`src/rtl/tsr_pkg.sv`:
```
package tsr_pkg;

  // ==========================================================
  // register indices (byte address is four times the index)
  localparam logic [7:0] TSR_IDX_PART_IDENTITY     = 8'h00;
  localparam logic [7:0] TSR_IDX_FIRMWARE_VERSION  = 8'h01;
  localparam logic [7:0] TSR_IDX_SYSTEM_STATE_BITS = 8'h10;
  localparam logic [7:0] TSR_IDX_DETECTION_STATE   = 8'h31;
  localparam logic [7:0] TSR_IDX_EVENT_STATUS      = 8'h50;
  localparam logic [7:0] TSR_IDX_EVENT_MASK        = 8'h51;

  // ==========================================================
  // field positions
  localparam int TSR_SYS_POLARITY   = 5;
  localparam int TSR_SYS_AVG_HALT   = 4;
  localparam int TSR_SYS_LOW_POWER  = 3;
  localparam int TSR_SYS_AUTO_TUNE  = 2;
  localparam int TSR_SYS_NOISE      = 1;
  localparam int TSR_SYS_ZOOM       = 0;
  localparam int TSR_DET_TOUCH      = 1;
  localparam int TSR_DET_PROX       = 0;

  localparam int TSR_EV_WIDTH       = 5;
  localparam int TSR_EV_PROX        = 0;
  localparam int TSR_EV_TOUCH       = 1;
  localparam int TSR_EV_NOISE       = 2;
  localparam int TSR_EV_TUNE_DONE   = 3;
  localparam int TSR_EV_ZOOM        = 4;

  // ==========================================================
  // reset values and bus codes
  localparam logic [7:0]  TSR_BYTE_RESET  = 8'h00;
  localparam logic [4:0]  TSR_EV_RESET    = 5'h00;
  localparam logic [31:0] TSR_WORD_RESET  = 32'h0000_0000;
  localparam logic [1:0]  TSR_AGE_SETTLED = 2'h3;
  localparam logic [1:0]  TSR_AGE_RESET   = 2'h0;
  localparam logic [2:0]  TSR_HSIZE_WORD  = 3'h2;
  localparam logic        TSR_HRESP_OKAY  = 1'h0;

  typedef enum logic [2:0] {
    TSR_PH_IDLE  = 3'h1,
    TSR_PH_READ  = 3'h2,
    TSR_PH_WRITE = 3'h4
  } tsr_phase_type;

  // {in_window, index}
  function automatic logic [8:0] tsr_decode(input logic [31:0] addr);
    tsr_decode = {(addr[31:10] == 22'h0) && (addr[1:0] == 2'h0), addr[9:2]};
  endfunction

endpackage

```
`src/rtl/tsr_event_capture.sv`:
```
`timescale 1ns/1ps
module tsr_event_capture
  import tsr_pkg::*;
(
  input  wire logic                    ref_clk,
  input  wire logic                    sys_rst,
  input  wire logic [TSR_EV_WIDTH-1:0] level_in,
  input  wire logic                    clear_we,
  input  wire logic                    mask_we,
  input  wire logic [TSR_EV_WIDTH-1:0] wr_data,
  output logic      [TSR_EV_WIDTH-1:0] status,
  output logic      [TSR_EV_WIDTH-1:0] mask,
  output logic                         irq
);

  typedef struct packed {
    logic                    primed;
    logic [TSR_EV_WIDTH-1:0] prev;
    logic [TSR_EV_WIDTH-1:0] status;
    logic [TSR_EV_WIDTH-1:0] mask;
  } tsr_capture_type;

  tsr_capture_type state;
  tsr_capture_type next_state;
  logic [TSR_EV_WIDTH-1:0] rise;

  // ==========================================================
  // rising edges; nothing fires on the first cycle out of reset
  always_comb begin
    next_state        = state;
    rise              = state.primed ? (level_in & ~state.prev) : TSR_EV_RESET;
    next_state.primed = 1'b1;
    next_state.prev   = level_in;
    // a new event outranks a clear in the same cycle
    next_state.status = (clear_we ? (state.status & ~wr_data) : state.status) | rise;
    if (mask_we) begin
      next_state.mask = wr_data;
    end
  end

  always_ff @(posedge ref_clk) begin
    if (sys_rst) begin
      state <= '{primed: 1'b0, prev: TSR_EV_RESET, status: TSR_EV_RESET, mask: TSR_EV_RESET};
    end else begin
      state <= next_state;
    end
  end

  assign status = state.status;
  assign mask   = state.mask;
  assign irq    = |(state.status & state.mask);

endmodule

```
`src/rtl/tsr_read_port.sv`:
```
`timescale 1ns/1ps
module tsr_read_port
  import tsr_pkg::*;
(
  input  wire logic                    ref_clk,
  input  wire logic                    sys_rst,
  input  wire logic                    load,
  input  wire logic                    in_window,
  input  wire logic [7:0]              index,
  input  wire logic [7:0]              part_code,
  input  wire logic [7:0]              fw_code,
  input  wire logic [7:0]              sys_bits,
  input  wire logic [7:0]              det_bits,
  input  wire logic [TSR_EV_WIDTH-1:0] ev_status,
  input  wire logic [TSR_EV_WIDTH-1:0] ev_mask,
  output logic      [31:0]             rdata
);

  typedef struct packed {
    logic [31:0] data;
  } tsr_rdport_type;

  tsr_rdport_type state;
  tsr_rdport_type next_state;
  logic [31:0]    word;

  // ==========================================================
  // unmapped words read as zero
  always_comb begin
    word = TSR_WORD_RESET;
    if (in_window) begin
      case (index)
        TSR_IDX_PART_IDENTITY:     word = {24'h0, part_code};
        TSR_IDX_FIRMWARE_VERSION:  word = {24'h0, fw_code};
        TSR_IDX_SYSTEM_STATE_BITS: word = {24'h0, sys_bits};
        TSR_IDX_DETECTION_STATE:   word = {24'h0, det_bits};
        TSR_IDX_EVENT_STATUS:      word = {27'h0, ev_status};
        TSR_IDX_EVENT_MASK:        word = {27'h0, ev_mask};
        default:                   word = TSR_WORD_RESET;
      endcase
    end
    next_state      = state;
    if (load) begin
      next_state.data = word;
    end
  end

  always_ff @(posedge ref_clk) begin
    if (sys_rst) begin
      state <= '{data: TSR_WORD_RESET};
    end else begin
      state <= next_state;
    end
  end

  assign rdata = state.data;

endmodule

```
`src/rtl/tsr_status_bank.sv`:
```
// The AHB-Lite slave port was left to the implementer.
`timescale 1ns/1ps
module tsr_status_bank
  import tsr_pkg::*;
#(
  parameter logic [7:0] PART_NUMBER_CODE = 8'ha5, // arbitrary value
  parameter logic [7:0] FIRMWARE_VERSION = 8'h01  // arbitrary value
)(
  input  wire logic        ref_clk,
  input  wire logic        sys_rst,
  // ahb-lite slave
  input  wire logic        hsel,
  input  wire logic [31:0] haddr,
  input  wire logic [1:0]  htrans,
  input  wire logic        hwrite,
  input  wire logic [2:0]  hsize,
  input  wire logic [31:0] hwdata,
  input  wire logic        hready,
  output logic             hreadyout,
  output logic             hresp,
  output logic      [31:0] hrdata,
  // sensing core, same clock
  input  wire logic        outputs_active_high,
  input  wire logic        average_halted,
  input  wire logic        low_power_sample,
  input  wire logic        auto_tune_busy,
  input  wire logic        noise_detected,
  input  wire logic        zoom_active,
  input  wire logic        touch_detected,
  input  wire logic        prox_detected,
  // outputs
  output logic             full_speed_charge_req,
  output logic             irq
);

  // ==========================================================
  // state
  typedef struct packed {
    tsr_phase_type phase;
    logic          wr_hit;
    logic [7:0]    wr_index;
    logic [7:0]    sys_bits;
    logic [7:0]    det_bits;
    logic          charge_fast;
    logic [1:0]    age;
  } tsr_bank_type;

  tsr_bank_type            state;
  tsr_bank_type            next_state;
  logic [8:0]              dec;
  logic                    accept;
  logic                    rd_load;
  logic                    clear_we;
  logic                    mask_we;
  logic [TSR_EV_WIDTH-1:0] ev_level;
  logic [TSR_EV_WIDTH-1:0] ev_status;
  logic [TSR_EV_WIDTH-1:0] ev_mask;

  assign dec     = tsr_decode(haddr);
  assign accept  = hsel && hready && htrans[1];
  assign rd_load = accept && !hwrite;

  // ==========================================================
  // next state
  always_comb begin
    next_state = state;
    // snapshot so one read sees a coherent byte
    next_state.sys_bits = TSR_BYTE_RESET;
    next_state.sys_bits[TSR_SYS_POLARITY]  = outputs_active_high;
    next_state.sys_bits[TSR_SYS_AVG_HALT]  = average_halted;
    next_state.sys_bits[TSR_SYS_LOW_POWER] = low_power_sample;
    next_state.sys_bits[TSR_SYS_AUTO_TUNE] = auto_tune_busy;
    next_state.sys_bits[TSR_SYS_NOISE]     = noise_detected;
    next_state.sys_bits[TSR_SYS_ZOOM]      = zoom_active;
    next_state.det_bits = TSR_BYTE_RESET;
    next_state.det_bits[TSR_DET_TOUCH] = touch_detected;
    next_state.det_bits[TSR_DET_PROX]  = prox_detected;
    // boost sampling already charges at full speed
    next_state.charge_fast = zoom_active && low_power_sample;
    if (state.age != TSR_AGE_SETTLED) begin
      next_state.age = state.age + 2'h1;
    end
    case (state.phase)
      TSR_PH_IDLE, TSR_PH_READ, TSR_PH_WRITE: begin
        next_state.phase  = TSR_PH_IDLE;
        next_state.wr_hit = 1'b0;
        if (accept) begin
          next_state.phase    = hwrite ? TSR_PH_WRITE : TSR_PH_READ;
          next_state.wr_hit   = hwrite && dec[8] && (hsize == TSR_HSIZE_WORD);
          next_state.wr_index = dec[7:0];
        end
      end
      default: begin
        next_state.phase  = TSR_PH_IDLE;
        next_state.wr_hit = 1'b0;
      end
    endcase
  end

  always_ff @(posedge ref_clk) begin
    if (sys_rst) begin
      state <= '{phase: TSR_PH_IDLE, wr_hit: 1'b0, wr_index: TSR_BYTE_RESET,
                 sys_bits: TSR_BYTE_RESET, det_bits: TSR_BYTE_RESET,
                 charge_fast: 1'b0, age: TSR_AGE_RESET};
    end else begin
      state <= next_state;
    end
  end

  // ==========================================================
  // write data phase: only event status and mask take data
  always_comb begin
    clear_we = 1'b0;
    mask_we  = 1'b0;
    if (state.phase == TSR_PH_WRITE && state.wr_hit) begin
      clear_we = (state.wr_index == TSR_IDX_EVENT_STATUS);
      mask_we  = (state.wr_index == TSR_IDX_EVENT_MASK);
    end
  end

  // ==========================================================
  // events: tune-done is the falling edge of tuning busy
  always_comb begin
    ev_level                   = TSR_EV_RESET;
    ev_level[TSR_EV_PROX]      = prox_detected;
    ev_level[TSR_EV_TOUCH]     = touch_detected;
    ev_level[TSR_EV_NOISE]     = noise_detected;
    ev_level[TSR_EV_TUNE_DONE] = !auto_tune_busy;
    ev_level[TSR_EV_ZOOM]      = zoom_active;
  end

  tsr_event_capture u_events (
    .ref_clk  (ref_clk),
    .sys_rst  (sys_rst),
    .level_in (ev_level),
    .clear_we (clear_we),
    .mask_we  (mask_we),
    .wr_data  (hwdata[TSR_EV_WIDTH-1:0]),
    .status   (ev_status),
    .mask     (ev_mask),
    .irq      (irq)
  );

  tsr_read_port u_read (
    .ref_clk   (ref_clk),
    .sys_rst   (sys_rst),
    .load      (rd_load),
    .in_window (dec[8]),
    .index     (dec[7:0]),
    .part_code (PART_NUMBER_CODE),
    .fw_code   (FIRMWARE_VERSION),
    .sys_bits  (state.sys_bits),
    .det_bits  (state.det_bits),
    .ev_status (ev_status),
    .ev_mask   (ev_mask),
    .rdata     (hrdata)
  );

  // zero wait states; nothing is ever refused
  assign hreadyout             = 1'b1;
  assign hresp                 = TSR_HRESP_OKAY;
  assign full_speed_charge_req = state.charge_fast;

  // ==========================================================
  // assertions
  logic rd_part;
  logic rd_fw;
  logic rd_sys;
  logic rd_det;
  logic settled;

  assign rd_part = rd_load && dec[8] && (dec[7:0] == TSR_IDX_PART_IDENTITY);
  assign rd_fw   = rd_load && dec[8] && (dec[7:0] == TSR_IDX_FIRMWARE_VERSION);
  assign rd_sys  = rd_load && dec[8] && (dec[7:0] == TSR_IDX_SYSTEM_STATE_BITS);
  assign rd_det  = rd_load && dec[8] && (dec[7:0] == TSR_IDX_DETECTION_STATE);
  assign settled = (state.age == TSR_AGE_SETTLED);

  a_part_read:
    assert property (@(posedge ref_clk) disable iff (sys_rst)
      rd_part |=> hrdata == {24'h0, PART_NUMBER_CODE})
    else $error("part number read wrong");

  a_fw_read:
    assert property (@(posedge ref_clk) disable iff (sys_rst)
      rd_fw |=> hrdata == {24'h0, FIRMWARE_VERSION})
    else $error("firmware version read wrong");

  a_polarity_bit:
    assert property (@(posedge ref_clk) disable iff (sys_rst)
      rd_sys && settled |=> hrdata[TSR_SYS_POLARITY] == $past(outputs_active_high, 2))
    else $error("polarity bit wrong");

  a_halt_bit:
    assert property (@(posedge ref_clk) disable iff (sys_rst)
      rd_sys && settled |=> hrdata[TSR_SYS_AVG_HALT] == $past(average_halted, 2))
    else $error("halt bit wrong");

  a_low_power_bit:
    assert property (@(posedge ref_clk) disable iff (sys_rst)
      rd_sys && settled |=> hrdata[TSR_SYS_LOW_POWER] == $past(low_power_sample, 2))
    else $error("low power bit wrong");

  a_tune_bit:
    assert property (@(posedge ref_clk) disable iff (sys_rst)
      rd_sys && settled |=> hrdata[TSR_SYS_AUTO_TUNE] == $past(auto_tune_busy, 2))
    else $error("tuning bit wrong");

  a_noise_bit:
    assert property (@(posedge ref_clk) disable iff (sys_rst)
      rd_sys && settled |=> hrdata[TSR_SYS_NOISE] == $past(noise_detected, 2))
    else $error("noise bit wrong");

  a_zoom_bit:
    assert property (@(posedge ref_clk) disable iff (sys_rst)
      rd_sys && settled |=> hrdata[TSR_SYS_ZOOM] == $past(zoom_active, 2))
    else $error("zoom bit wrong");

  a_boost_no_speedup:
    assert property (@(posedge ref_clk) disable iff (sys_rst)
      !low_power_sample |=> !full_speed_charge_req)
    else $error("charge rate changed in boost sampling");

  a_zoom_speedup:
    assert property (@(posedge ref_clk) disable iff (sys_rst)
      zoom_active && low_power_sample |=> full_speed_charge_req)
    else $error("fast charge not requested");

  a_detect_read:
    assert property (@(posedge ref_clk) disable iff (sys_rst)
      rd_det && settled |=> hrdata == {30'h0, $past(touch_detected, 2), $past(prox_detected, 2)})
    else $error("detection byte wrong");

  a_ro_ignored:
    assert property (@(posedge ref_clk) disable iff (sys_rst)
      settled && state.phase == TSR_PH_WRITE
      |=> state.sys_bits[7:6] == 2'h0 && state.sys_bits[5:0] ==
          $past({outputs_active_high, average_halted, low_power_sample,
                 auto_tune_busy, noise_detected, zoom_active}))
    else $error("write disturbed read-only bits");

  a_bus_okay:
    assert property (@(posedge ref_clk) disable iff (sys_rst)
      hreadyout && hresp == TSR_HRESP_OKAY)
    else $error("bus stall or error");

  a_sys_reserved:
    assert property (@(posedge ref_clk) disable iff (sys_rst)
      rd_sys |=> hrdata[31:6] == 26'h0)
    else $error("reserved system bits not zero");

  a_mask_kept:
    assert property (@(posedge ref_clk) disable iff (sys_rst)
      state.phase == TSR_PH_WRITE && state.wr_index != TSR_IDX_EVENT_MASK
      |=> ev_mask == $past(ev_mask))
    else $error("mask changed by another write");

  a_mask_load:
    assert property (@(posedge ref_clk) disable iff (sys_rst)
      mask_we |=> ev_mask == $past(hwdata[TSR_EV_WIDTH-1:0]))
    else $error("mask not loaded");

  a_status_clear:
    assert property (@(posedge ref_clk) disable iff (sys_rst)
      clear_we && $stable(ev_level)
      |=> (ev_status & $past(hwdata[TSR_EV_WIDTH-1:0])) == TSR_EV_RESET)
    else $error("status bit not cleared");

  a_status_sticky:
    assert property (@(posedge ref_clk) disable iff (sys_rst)
      !clear_we |=> (ev_status & $past(ev_status)) == $past(ev_status))
    else $error("status bit dropped without clear");

  a_touch_event:
    assert property (@(posedge ref_clk) disable iff (sys_rst)
      settled && !touch_detected ##1 touch_detected |=> ev_status[TSR_EV_TOUCH])
    else $error("touch rise not captured");

  a_tune_done_event:
    assert property (@(posedge ref_clk) disable iff (sys_rst)
      settled && auto_tune_busy ##1 !auto_tune_busy |=> ev_status[TSR_EV_TUNE_DONE])
    else $error("tuning finish not captured");

  a_hrdata_hold:
    assert property (@(posedge ref_clk) disable iff (sys_rst)
      !rd_load |=> $stable(hrdata))
    else $error("read data moved without a read");

  c_sys_read:
    cover property (@(posedge ref_clk) disable iff (sys_rst) rd_sys ##1 hrdata != 32'h0);
  c_irq_raise:
    cover property (@(posedge ref_clk) disable iff (sys_rst) !irq ##1 irq);
  c_status_clear:
    cover property (@(posedge ref_clk) disable iff (sys_rst) irq && clear_we ##1 !irq);
  c_fast_charge:
    cover property (@(posedge ref_clk) disable iff (sys_rst) full_speed_charge_req);
  c_tune_done:
    cover property (@(posedge ref_clk) disable iff (sys_rst) ev_status[TSR_EV_TUNE_DONE]);

endmodule

```
`config.mk`:
```
export PLATFORM = sky130hd
export DESIGN_NAME = tsr_status_bank
export DESIGN_NICKNAME = d
export VERILOG_FILES = /design/src/rtl/tsr_pkg.sv /design/src/rtl/tsr_event_capture.sv /design/src/rtl/tsr_read_port.sv /design/src/rtl/tsr_status_bank.sv
export SDC_FILE = /design/constraint.sdc
export NUM_CORES = 1
export LEC_CHECK = 0
export BUFFER_PORTS_ARGS = -buffer_cell sky130_fd_sc_hd__buf_2
export CORE_MARGIN = 3
export CORE_UTILIZATION = 39
export CTS_CLUSTER_DIAMETER = 40
export DETAILED_ROUTE_END_ITERATION = 8
export PLACE_DENSITY = 0.76
export SETUP_SLACK_MARGIN = 0.02
export SLEW_MARGIN = 20
export SYNTH_ARGS = -nofsm -noshare
export SYNTH_HDL_FRONTEND = slang
export SYNTH_SLANG_ARGS = --single-unit
```
`constraint.sdc`:
```
create_clock -name ref_clk -period 1.4 [get_ports ref_clk]
set_input_delay 0.14 -clock ref_clk [delete_from_list [all_inputs] [get_ports ref_clk]]
set_output_delay 0.14 -clock ref_clk [all_outputs]
set_load 0.005 [all_outputs]
```
==> metrics.md, run 1 <==
| Metric | Value |
|---|---|
| Outcome | finished clean |
| Buf+Inv Stages, Crit Path | 1 |
| Sinks on Clock Net | 40 |
| Initial Util | 41.0% |
| GPL Wtd Cong | 0.815 |
| Maxcap violations | 0 |
| Initial antenna violation count | 0 |
| Average vias per placed instance | 4.78 |
| Vias | 1,688 |
| Cells after synthesis | 219 |
| Placed Instances | 345 |
| Layout Cells excl Fill | 353 |
| Synthesized area | 1960 sq um |
| Min-Delay Path Class | input port to flip-flop |
| I/O pin total | 118 |
| HPWL after DPL | 3510 um |
| Core Area | 4790 sq um |
| DIE WIDTH | 77.0 um |
| Synth top area share | 40.8% |
| Flop2flop setup slack | 0.13 ns |
| CP Class | flip-flop to primary output |
| VDD IR-drop max | 0.491 mV |
| Max Root-Sink Buffers | 2 |
| Row count | 25 |
| Layout area overhead | 21.7% |
| Placed Area | 2270 sq um |
| Antenna Nets Post-Route | 0 |
| Most numerous cell in the Yosys netlist | dfxtp_1 |
| Fmax | 0.756 GHz |
| Setup violators final | 0 |
| Hold-fix buffers, CTS | 0 |
| # diodes | 0 |
| Pwr Density | 931 nW/um^2 |
| R2R depth | 5 |
| Design Area, Final | 2390 sq um |
| Reg clk slew, reported paths | 0.07 ns |
| Drt drc | 0 |
| Worst-path maximum fanout | 3 |
| Crit path cell chain | a222oi_1, nand2_1, buf_2 |
| Seq cells post-synth | 40 |
| Filler cells | 473 |
| Period utilization | 94.5% |
| Top delay family on crit path | compound AO/OA/AOI/OAI gates |
| Crit. End Element | primary output |
| Final Max Tran Viols | 0 |
| Drt total wl | 4410 um |
| First-pass GRT wire length | 7200 um |
| Critical-path top delay cell | a222oi_1 |
| Startpoint Class | flip-flop |
| Largest cells by area after synthesis | dfxtp_1 (41%), buf_4 (10%), mux2i_1 (7.6%) |
| First drt pass iteration count | 4 |
| Clock latency on the worst-skew pair | 0.29 ns |
| Post-synthesis sequential area ratio | 40.8% |
| Minimum clock period | 1.32 ns |
| Synth Warn # | 0 |
| Crit. path cell count | 3 |
| Fraction of layout cells with a size suffix above 1 | 29.7% |
| Total GRT Usage | 15.3% |
| Clk_skew | 0.00380 ns |
| CTS buffer count | 5 |
| Data required, critical path | 1.26 ns |
| Vias in the first global route | 1,587 |
| Port bufs | 62 |
| Hold Path Stages | 2 |
| CTS tree | built |
| Fin. Hold Viols | 0 |
| Die height | 77.0 um |
| Die ar. | 5920 sq um |
| NumNets Final | 367 |
| EDFF count, synth | 0 |
| Worst endpoint data arrival time | 1.18 ns |
| Pin count of the biggest net entering global routing | 19 |
| CTS root buffer | clkbuf_8 |
| Syn avg cell area | 8.97 sq um |
| H-tree depth | 2 |
| FFs w/ async S/R, synth | 0% |
| Area leader, netlist | dfxtp_1 |
| CP peak stage delay | 0.33 ns |
| Commonest cells post-synth | dfxtp_1 (40), buf_4 (27), nor2_1 (23), mux2i_1 (15), nand2_1 (13) |
| Drt wl/cell | 12.5 um |
| DR iter-0 viols | 91 |
| Most used DFF post-synth | dfxtp_1 |
| Yosys cell types | 47 |
| Leakage | 0.00112 uW |
| Total congestion overflow | 0 |
| RSZ-0062 raised after global routing | true |
## flip-flops by register name, summed over array words and instances, names as in the netlist
signal / cells
u_events.mask: 5
u_events.state: 3
u_read.rdata: 7
state: 19
u_events.status: 5
full_speed_charge_req: 1
## stage by stage
step / hold WS (ns) / total power, uW / setup slack, ns / setup TNS, ns / util, %
after floorplan: 0.212 / 1400 / 0.0247 / 0 / -
after global placement: 0.328 / 1460 / -0.153 / -1.01 / 47.5
after detailed placement: 0.341 / 1470 / -0.185 / -1.16 / 47.5
after CTS: 0.0169 / 2260 / 0.0508 / 0 / 49.4
after global routing: 0.0199 / 2350 / 0.00485 / 0 / 50.0
final: 0.0278 / 2230 / 0.0775 / 0 / 50.0
## final cells by class
| type | count | area [sq um] | share of cell area, % |
|---|---|---|---|
| inverter | 6 | 22.5 | 0.942 |
| clock buffer | 8 | 90.1 | 3.77 |
| tap | 67 | 83.8 | 3.51 |
| multi-input combinational | 162 | 1020 | 42.8 |
| sequential | 40 | 802 | 33.5 |
| timing repair buffer | 70 | 370 | 15.5 |
## repair_timing
action | in CTS | in global routing
gates resized for setup | 0 | 5
buffers inserted | 0 | 0
endpoints found under the setup margin | 0 | 6
## cells by family after synthesis
group | count (synthesis) | share of synthesized area (%)
AOI/OAI and AO/OA | 29 | 10.8
buffers and inverters | 42 | 13.2
muxes | 17 | 8.79
DFF | 40 | 40.8
other | 2 | 0.382
and+or+nand+nor | 88 | 25.5
xor gates and xnor gates | 1 | 0.446
## report_power, final
group	switching [uW]	leakage, uW	internal [uW]
Sequential	22.9	0.000327	1170
Clock	377	0.0000455	402
Combinational	132	0.000744	119
## cell usage in the layout, fill, tap and decap left out, drive strengths merged, types with 2 or more instances in the layout
cell type / synthesis / final
a22o: 2 / 2
a22oi: 3 / 3
a311oi: 4 / 4
a31oi: 5 / 5
and2: 2 / 2
and3: 3 / 3
buf: 29 / 70
clkbuf: 7 / 8
conb: 2 / 27
dfxtp: 40 / 40
inv: 6 / 6
mux2: 2 / 2
mux2i: 15 / 15
nand2: 13 / 13
nand2b: 5 / 5
nand3: 3 / 3
nand3b: 3 / 3
nand4: 3 / 3
nor2: 23 / 23
nor2b: 9 / 9
nor3: 5 / 5
nor4: 7 / 7
nor4bb: 3 / 3
o21ai: 6 / 6
or2: 2 / 2
or4: 2 / 2
## routing by layer
layer	track usage, %	vias up	wire length, um	share of wire [%]
li1	-	855	-	-
met1	18.2	758	1820	41
met2	25.2	70	2040	46
met3	5.40	5	487	11
met4	6.05	0	68	1.5
met5	0	-	0	0
## worst paths after layout
check                                   startpoint                  to
worst min register to register     u_read.rdata[0]     u_read.rdata[0]
worst min-delay path                     hwdata[4]  u_events.status[4]
worst max-delay path            u_events.status[4]                 irq
worst max register to register           state[24]    u_events.mask[0]
(Power assumes the default switching activity.)
==> run 2: changes to the inputs <==
--- a/constraint.sdc
+++ b/constraint.sdc
@@ -3,2 +3,2 @@
 set_output_delay 0.14 -clock ref_clk [all_outputs]
-set_load 0.005 [all_outputs]
+set_load 0.01 [all_outputs]
==> run 2 against run 1 <==
  * Via count is essentially flat
  * Critical endpoint unchanged
  * Sequential power is essentially flat
  * Final area is essentially flat
  * Largest power group unchanged
==> metrics.md, run 2 (same netlist as run 1, synthesis figures left out) <==
| Metric | Value |
|---|---|
| Outcome | finished clean |
| Antenna Nets Post-Route | 0 (unchanged) |
| Largest reg by FF count | state |
| R2R depth | 5 (unchanged) |
| Vias in the first global route | 1,587 (unchanged) |
| # diodes | 0 (unchanged) |
| Fin. Hold Viols | 0 (unchanged) |
| Minimum clock period | 1.34 ns (+0.0129 ns) |
| Hold Startpoint | hwdata[4] |
| Die ar. | 5920 sq um (unchanged) |
| Port bufs | 62 (unchanged) |
| Min-Delay Path Class | input port to flip-flop |
| Leakage | 0.00112 uW (about the same) |
| Initial antenna violation count | 0 (unchanged) |
| Hold endpoint | u_events.status[4] |
| Setup violators final | 0 (unchanged) |
| Sinks on Clock Net | 40 (unchanged) |
| DIE WIDTH | 77.0 um (unchanged) |
| Flop2flop setup slack | 0.13 ns (about the same) |
| Drt drc | 0 (unchanged) |
| Worst endpoint data arrival time | 1.20 ns (+0.02 ns) |
| First-pass GRT wire length | 7200 um (unchanged) |
| CTS tree | built |
| Max Root-Sink Buffers | 2 (unchanged) |
| CTS root buffer | clkbuf_8 |
| Pwr Density | 938 nW/um^2 (+0.74%) |
| H-tree depth | 2 (unchanged) |
| Max reg flops | 19 (unchanged) |
| Average vias per placed instance | 4.78 (about the same) |
| RR Endpoint | u_events.mask[0] |
| Reg clk slew, reported paths | 0.07 ns (about the same) |
| Drt wl/cell | 12.5 um (+0.27%) |
| R2r startpoint | state[26] |
| Pin count of the biggest net entering global routing | 19 (unchanged) |
| Row count | 25 (unchanged) |
| Total congestion overflow | 0 (unchanged) |
| Maxcap violations | 0 (unchanged) |
| Fmax | 0.749 GHz (-0.97%) |
| Hold-fix buffers, CTS | 0 (unchanged) |
| Layout area overhead | 21.8% (about the same) |
| Hold Path Stages | 2 (unchanged) |
| Fraction of layout cells with a size suffix above 1 | 30.1% (+0.35 points) |
| Data required, critical path | 1.26 ns (about the same) |
| GPL Wtd Cong | 0.815 (unchanged) |
| RSZ-0062 raised after global routing | true |
| Final Max Tran Viols | 0 (unchanged) |
| Crit. End Element | primary output |
| Die height | 77.0 um (unchanged) |
| Vias | 1,687 (-0.059%) |
| Drt total wl | 4420 um (+0.27%) |
| Startpoint Class | flip-flop |
| Most common cell after layout, fill and taps aside | buf_2 |
| Clk_skew | 0.00297 ns (-0.000824 ns) |
| Commonest non-fill, non-tap cells in the layout | buf_2 (62), dfxtp_1 (38), conb_1 (27) |
| Worst-path maximum fanout | 3 (unchanged) |
| CP Class | flip-flop to primary output |
| Placed Instances | 345 (unchanged) |
| Setup total negative slack | 0 ns (unchanged) |
| Layout Cells excl Fill | 353 (unchanged) |
| CTS buffer count | 5 (unchanged) |
| Total GRT Usage | 15.3% (unchanged) |
| Period utilization | 95.4% (+0.92 points) |
| First drt pass iteration count | 4 (unchanged) |
| HPWL after DPL | 3510 um (unchanged) |
| VDD IR-drop max | 0.494 mV (+0.60%) |
| I/O pin total | 118 (unchanged) |
| Clock latency on the worst-skew pair | 0.29 ns (about the same) |
| Initial Util | 41.0% (unchanged) |
| Core Area | 4790 sq um (unchanged) |
| NumNets Final | 367 (unchanged) |
| DR iter-0 viols | 132 (+45%) |
run 2: per-layer routing:
metal	wire [um]	global-route usage (%)
met1	1860	18.2
met5	0	0
met3	464	5.40
met4	63	6.05
met2	2030	25.2
run 2: what timing repair did:
| action | 4_1_cts | 5_1_grt |
|---|---|---|
| endpoints found under the setup margin | 0 | 6 |
| setup buffers | 0 | 0 |
| resized for setup | 0 | 6 |
run 2: worst max path at each step:
stage	endpoint	cells after the start	startpoint	slack, ns
3_5_place_dp	u_read.rdata[3]	5	haddr[14]	-0.18
6_report	irq	3	u_events.status[4]	0.06
2_1_floorplan	u_read.rdata[0]	4	haddr[15]	0.02
3_3_place_gp	u_read.rdata[3]	5	haddr[15]	-0.15
4_1_cts	irq	3	u_events.status[4]	0.04
5_1_grt	irq	3	u_events.status[4]	-0.007
run 2: layout make-up:
class                   count  area, sq um
repair buffers             70          370
clock buffers               8         90.1
multi-input cells         162         1020
flip-flops and latches     40          803
fillers                   472         2390
inverters                   6         22.5
well taps                  67         83.8
run 2: through the flow:
step | utilization, % | setup WS [ns] | area, sq um | power, uW | hold slack [ns]
3_5_place_dp | 47.5 | -0.185 | 2270 | 1490 | 0.341
5_1_grt | 50.0 | -0.00673 | 2390 | 2360 | 0.0199
4_1_cts | 49.4 | 0.0383 | 2360 | 2280 | 0.0169
3_3_place_gp | 47.5 | -0.153 | 2270 | 1480 | 0.328
2_1_floorplan | - | 0.0247 | 2060 | 1420 | 0.212
6_report | 50.0 | 0.0646 | 2390 | 2240 | 0.0279
run 2: worst max-delay path: stages (launching register included):
cell and delay (ns):
dfxtp_2 0.32, a222oi_1 0.33, nand2_1 0.10, buf_2 0.15
run 2: report_power, final:
group,switching (uW),total (uW),internal (uW)
registers,23.1,1200,1170
clock network,378,780,402
logic,149,268,120
total,550,2240,1690
==> run 3: changes to the inputs <==
GPL_TIMING_DRIVEN = 0   (was unset)
MAX_ROUTING_LAYER = met4   (was unset)
clock period = 1.1 ns   (was 1.4 ns; I/O delays follow)
==> run 3 against run 2 <==
  * The run now ends with negative setup slack left
  * Via count up 6.1%
  * Flip-flop and latch count did not move
  * Critical path type unchanged
  * Critical path depth unchanged
  * Clock-buffer cell count shrank 2
  * Largest cell class unchanged
==> metrics.md, run 3 (same netlist as run 1, synthesis figures left out) <==
| Metric | Value |
|---|---|
| R2r startpoint | state[28] |
| CTS root buffer | clkbuf_8 |
| First-pass GRT wire length | 8020 um (+11%) |
| Setup crit end | irq |
| Minimum clock period | 1.31 ns |
| Placed Area | 2470 sq um (+8.6%) |
| NetSw | 766 uW (+39%) |
| Average vias per placed instance | 4.66 (-2.5%) |
| Seq pwr share | 51.1% (-2.2 points) |
| Drt drc | 0 (unchanged) |
| Crit. End Element | primary output |
| Initial Util | 41.0% (unchanged) |
| I/O pin total | 118 (unchanged) |
| Drt wl/cell | 13.1 um (+4.7%) |
| Layout Cells excl Fill | 384 (+8.8%) |
| Finished Core Util | 57.4% (+7.5 points) |
| Hold Startpoint | hwrite |
| HPWL after DPL | 3900 um (+11%) |
| H-tree depth | 2 (unchanged) |
| Worst endpoint data arrival time | 1.20 ns (about the same) |
| Setup violators final | 26 (+26) |
| CTS buffer count | 5 (unchanged) |
| Slew HR | 65.1% |
| CP Class | flip-flop to primary output |
| Pin count of the biggest net entering global routing | 13 (-6) |
| Register Area | 816 sq um (+1.6%) |
| Setup ws final | -0.208 ns (-0.273 ns) |
| Fmax | 0.764 GHz |
| DIE WIDTH | 77.0 um (unchanged) |
| First drt pass iteration count | 4 (unchanged) |
| Max reg flops | 19 (unchanged) |
| Max Root-Sink Buffers | 2 (unchanged) |
| Startpoint Class | flip-flop |
| GPL Wtd Cong | 0.797 (-2.2%) |
| Pwr Density | 1090 nW/um^2 (+16%) |
| Maxcap violations | 0 (unchanged) |
| NumNets Final | 398 (+8.4%) |
| Sinks on Clock Net | 40 (unchanged) |
| Filler cells | 445 (-5.7%) |
| Logic pwr share | 15.2% (+3.3 points) |
| Antenna Nets Post-Route | 0 (unchanged) |
| # diodes | 0 (unchanged) |
| Failing checks | negative setup slack |
| RSZ-0062 raised after global routing | true |
| Period utilization | 119% |
| R2R depth | 5 (unchanged) |
| Reg clk slew, reported paths | 0.08 ns (about the same) |
| Commonest non-fill, non-tap cells in the layout | buf_2 (58), buf_4 (30), dfxtp_1 (28) |
| Clk_skew | 0.00379 ns (+0.000823 ns) |
| Final Max Tran Viols | 0 (unchanged) |
| Die height | 77.0 um (unchanged) |
| Fraction of layout cells with a size suffix above 1 | 42.6% (+13 points) |
| VDD IR-drop max | 0.618 mV (+25%) |
| Min-Delay Path Class | input port to flip-flop |
| Placed Instances | 372 (+7.8%) |
| Layout area overhead | 39.9% |
| Flop2flop setup slack | -0.18 ns (-0.31 ns) |
| Row count | 25 (unchanged) |
| Total GRT Usage | 17.3% (+2.0 points) |
| Worst-path maximum fanout | 2 (-1) |
| Vias | 1,790 (+6.1%) |
| Initial antenna violation count | 0 (unchanged) |
| Largest reg by FF count | state |
| Least-Margin Pin Slew | 0.523 ns |
| Outcome | finished with violations |
| Sw Share | 25.6% (+1.1 points) |
| Port bufs | 61 (-1.6%) |
| Fin. Hold Viols | 0 (unchanged) |
| RR Endpoint | state[23] |
| Multi-input logic area | 1130 sq um (+10%) |
| Die ar. | 5920 sq um (unchanged) |
| Clock network power share | 33.7% (-1.0 points) |
| Clock latency on the worst-skew pair | 0.29 ns (about the same) |
| CTS tree | built |
| Vias in the first global route | 1,710 (+7.8%) |
| Drt total wl | 5040 um (+14%) |
| Data required, critical path | 0.99 ns (-0.27 ns) |
| Core Area | 4790 sq um (unchanged) |
| Total congestion overflow | 0 (unchanged) |
| Hold-fix buffers, CTS | 0 (unchanged) |
| Leakage | 0.00131 uW (+17%) |
| DR iter-0 viols | 82 (-38%) |
| Power Internal | 2220 uW (+31%) |
| Setup crit start | u_events.mask[4] |
| Most common cell after layout, fill and taps aside | buf_2 |
| Design Area, Final | 2750 sq um (+15%) |
-- run 3: cell types whose count changed in the layout (fill, tap and decap cells not counted), sizes merged --
cell	previous run	this run
buf	70	93
clkbuf	8	14
clkinv	0	2
-- run 3: final cells by class --
type	instances	share of cell area, %
multi-input combinational	162	41.1
sequential	40	29.7
timing repair buffer	65	13.0
buffer	36	9.01
tap	67	3.05
clock buffer	6	3.00
inverter	6	0.819
clock inverter	2	0.364
-- run 3: worst min path at each step --
stage | slack (ns) | endpoint | depth (start not counted)
after floorplan | 0.18 | state[29] | 1
after global placement | 0.31 | u_events.status[2] | 2
after detailed placement | 0.32 | u_events.state[13] | 2
after CTS | 0.001 | u_events.state[13] | 2
after global routing | 0.002 | u_events.state[13] | 2
final | 0.007 | state[29] | 2
-- run 3: worst max-delay path: stages (launching register included) --
cell      delay, ns
dfxtp_2        0.32
a222oi_1       0.33
nand2_1        0.11
buf_2          0.15
-- run 3: layer usage --
layer / vias up / track usage (%) / share of wire (%)
met1: 801 / 20.0 / 43
met3: 6 / 5.75 / 7.8
met2: 65 / 28.7 / 48
li1: 918 / - / -
met5: - / - / 0
met4: 0 / 4.80 / 0.81
-- run 3: power by group through the flow --
stage | clock network (uW) | logic [uW] | registers [uW]
detailed placement | 0 | 416 | 1550
global route | 1080 | 504 | 1530
floorplan | 0 | 269 | 1550
finish | 1010 | 454 | 1530
CTS | 1030 | 437 | 1520
global placement | 0 | 411 | 1550
-- run 3: repair_timing --
| item | CTS | global route |
|---|---|---|
| hold endpoints to repair | 0 | 0 |
| pin swaps | 15 | 9 |
| setup buffers | 4 | 0 |
| resized for setup | 18 | 18 |
| setup endpoints to repair | 29 | 31 |
-- run 3: stage by stage --
| stage | total power (uW) | setup TNS, ns | worst slack (ns) | hold WS (ns) |
|---|---|---|---|---|
| after floorplan | 1810 | -2.96 | -0.235 | 0.182 |
| final | 2990 | -3.64 | -0.208 | 0.00728 |
| after detailed placement | 1970 | -9.53 | -0.468 | 0.318 |
| after global placement | 1960 | -9.42 | -0.443 | 0.311 |
| after global routing | 3120 | -6.12 | -0.305 | 0.00206 |
| after CTS | 2990 | -3.76 | -0.215 | 0.00116 |
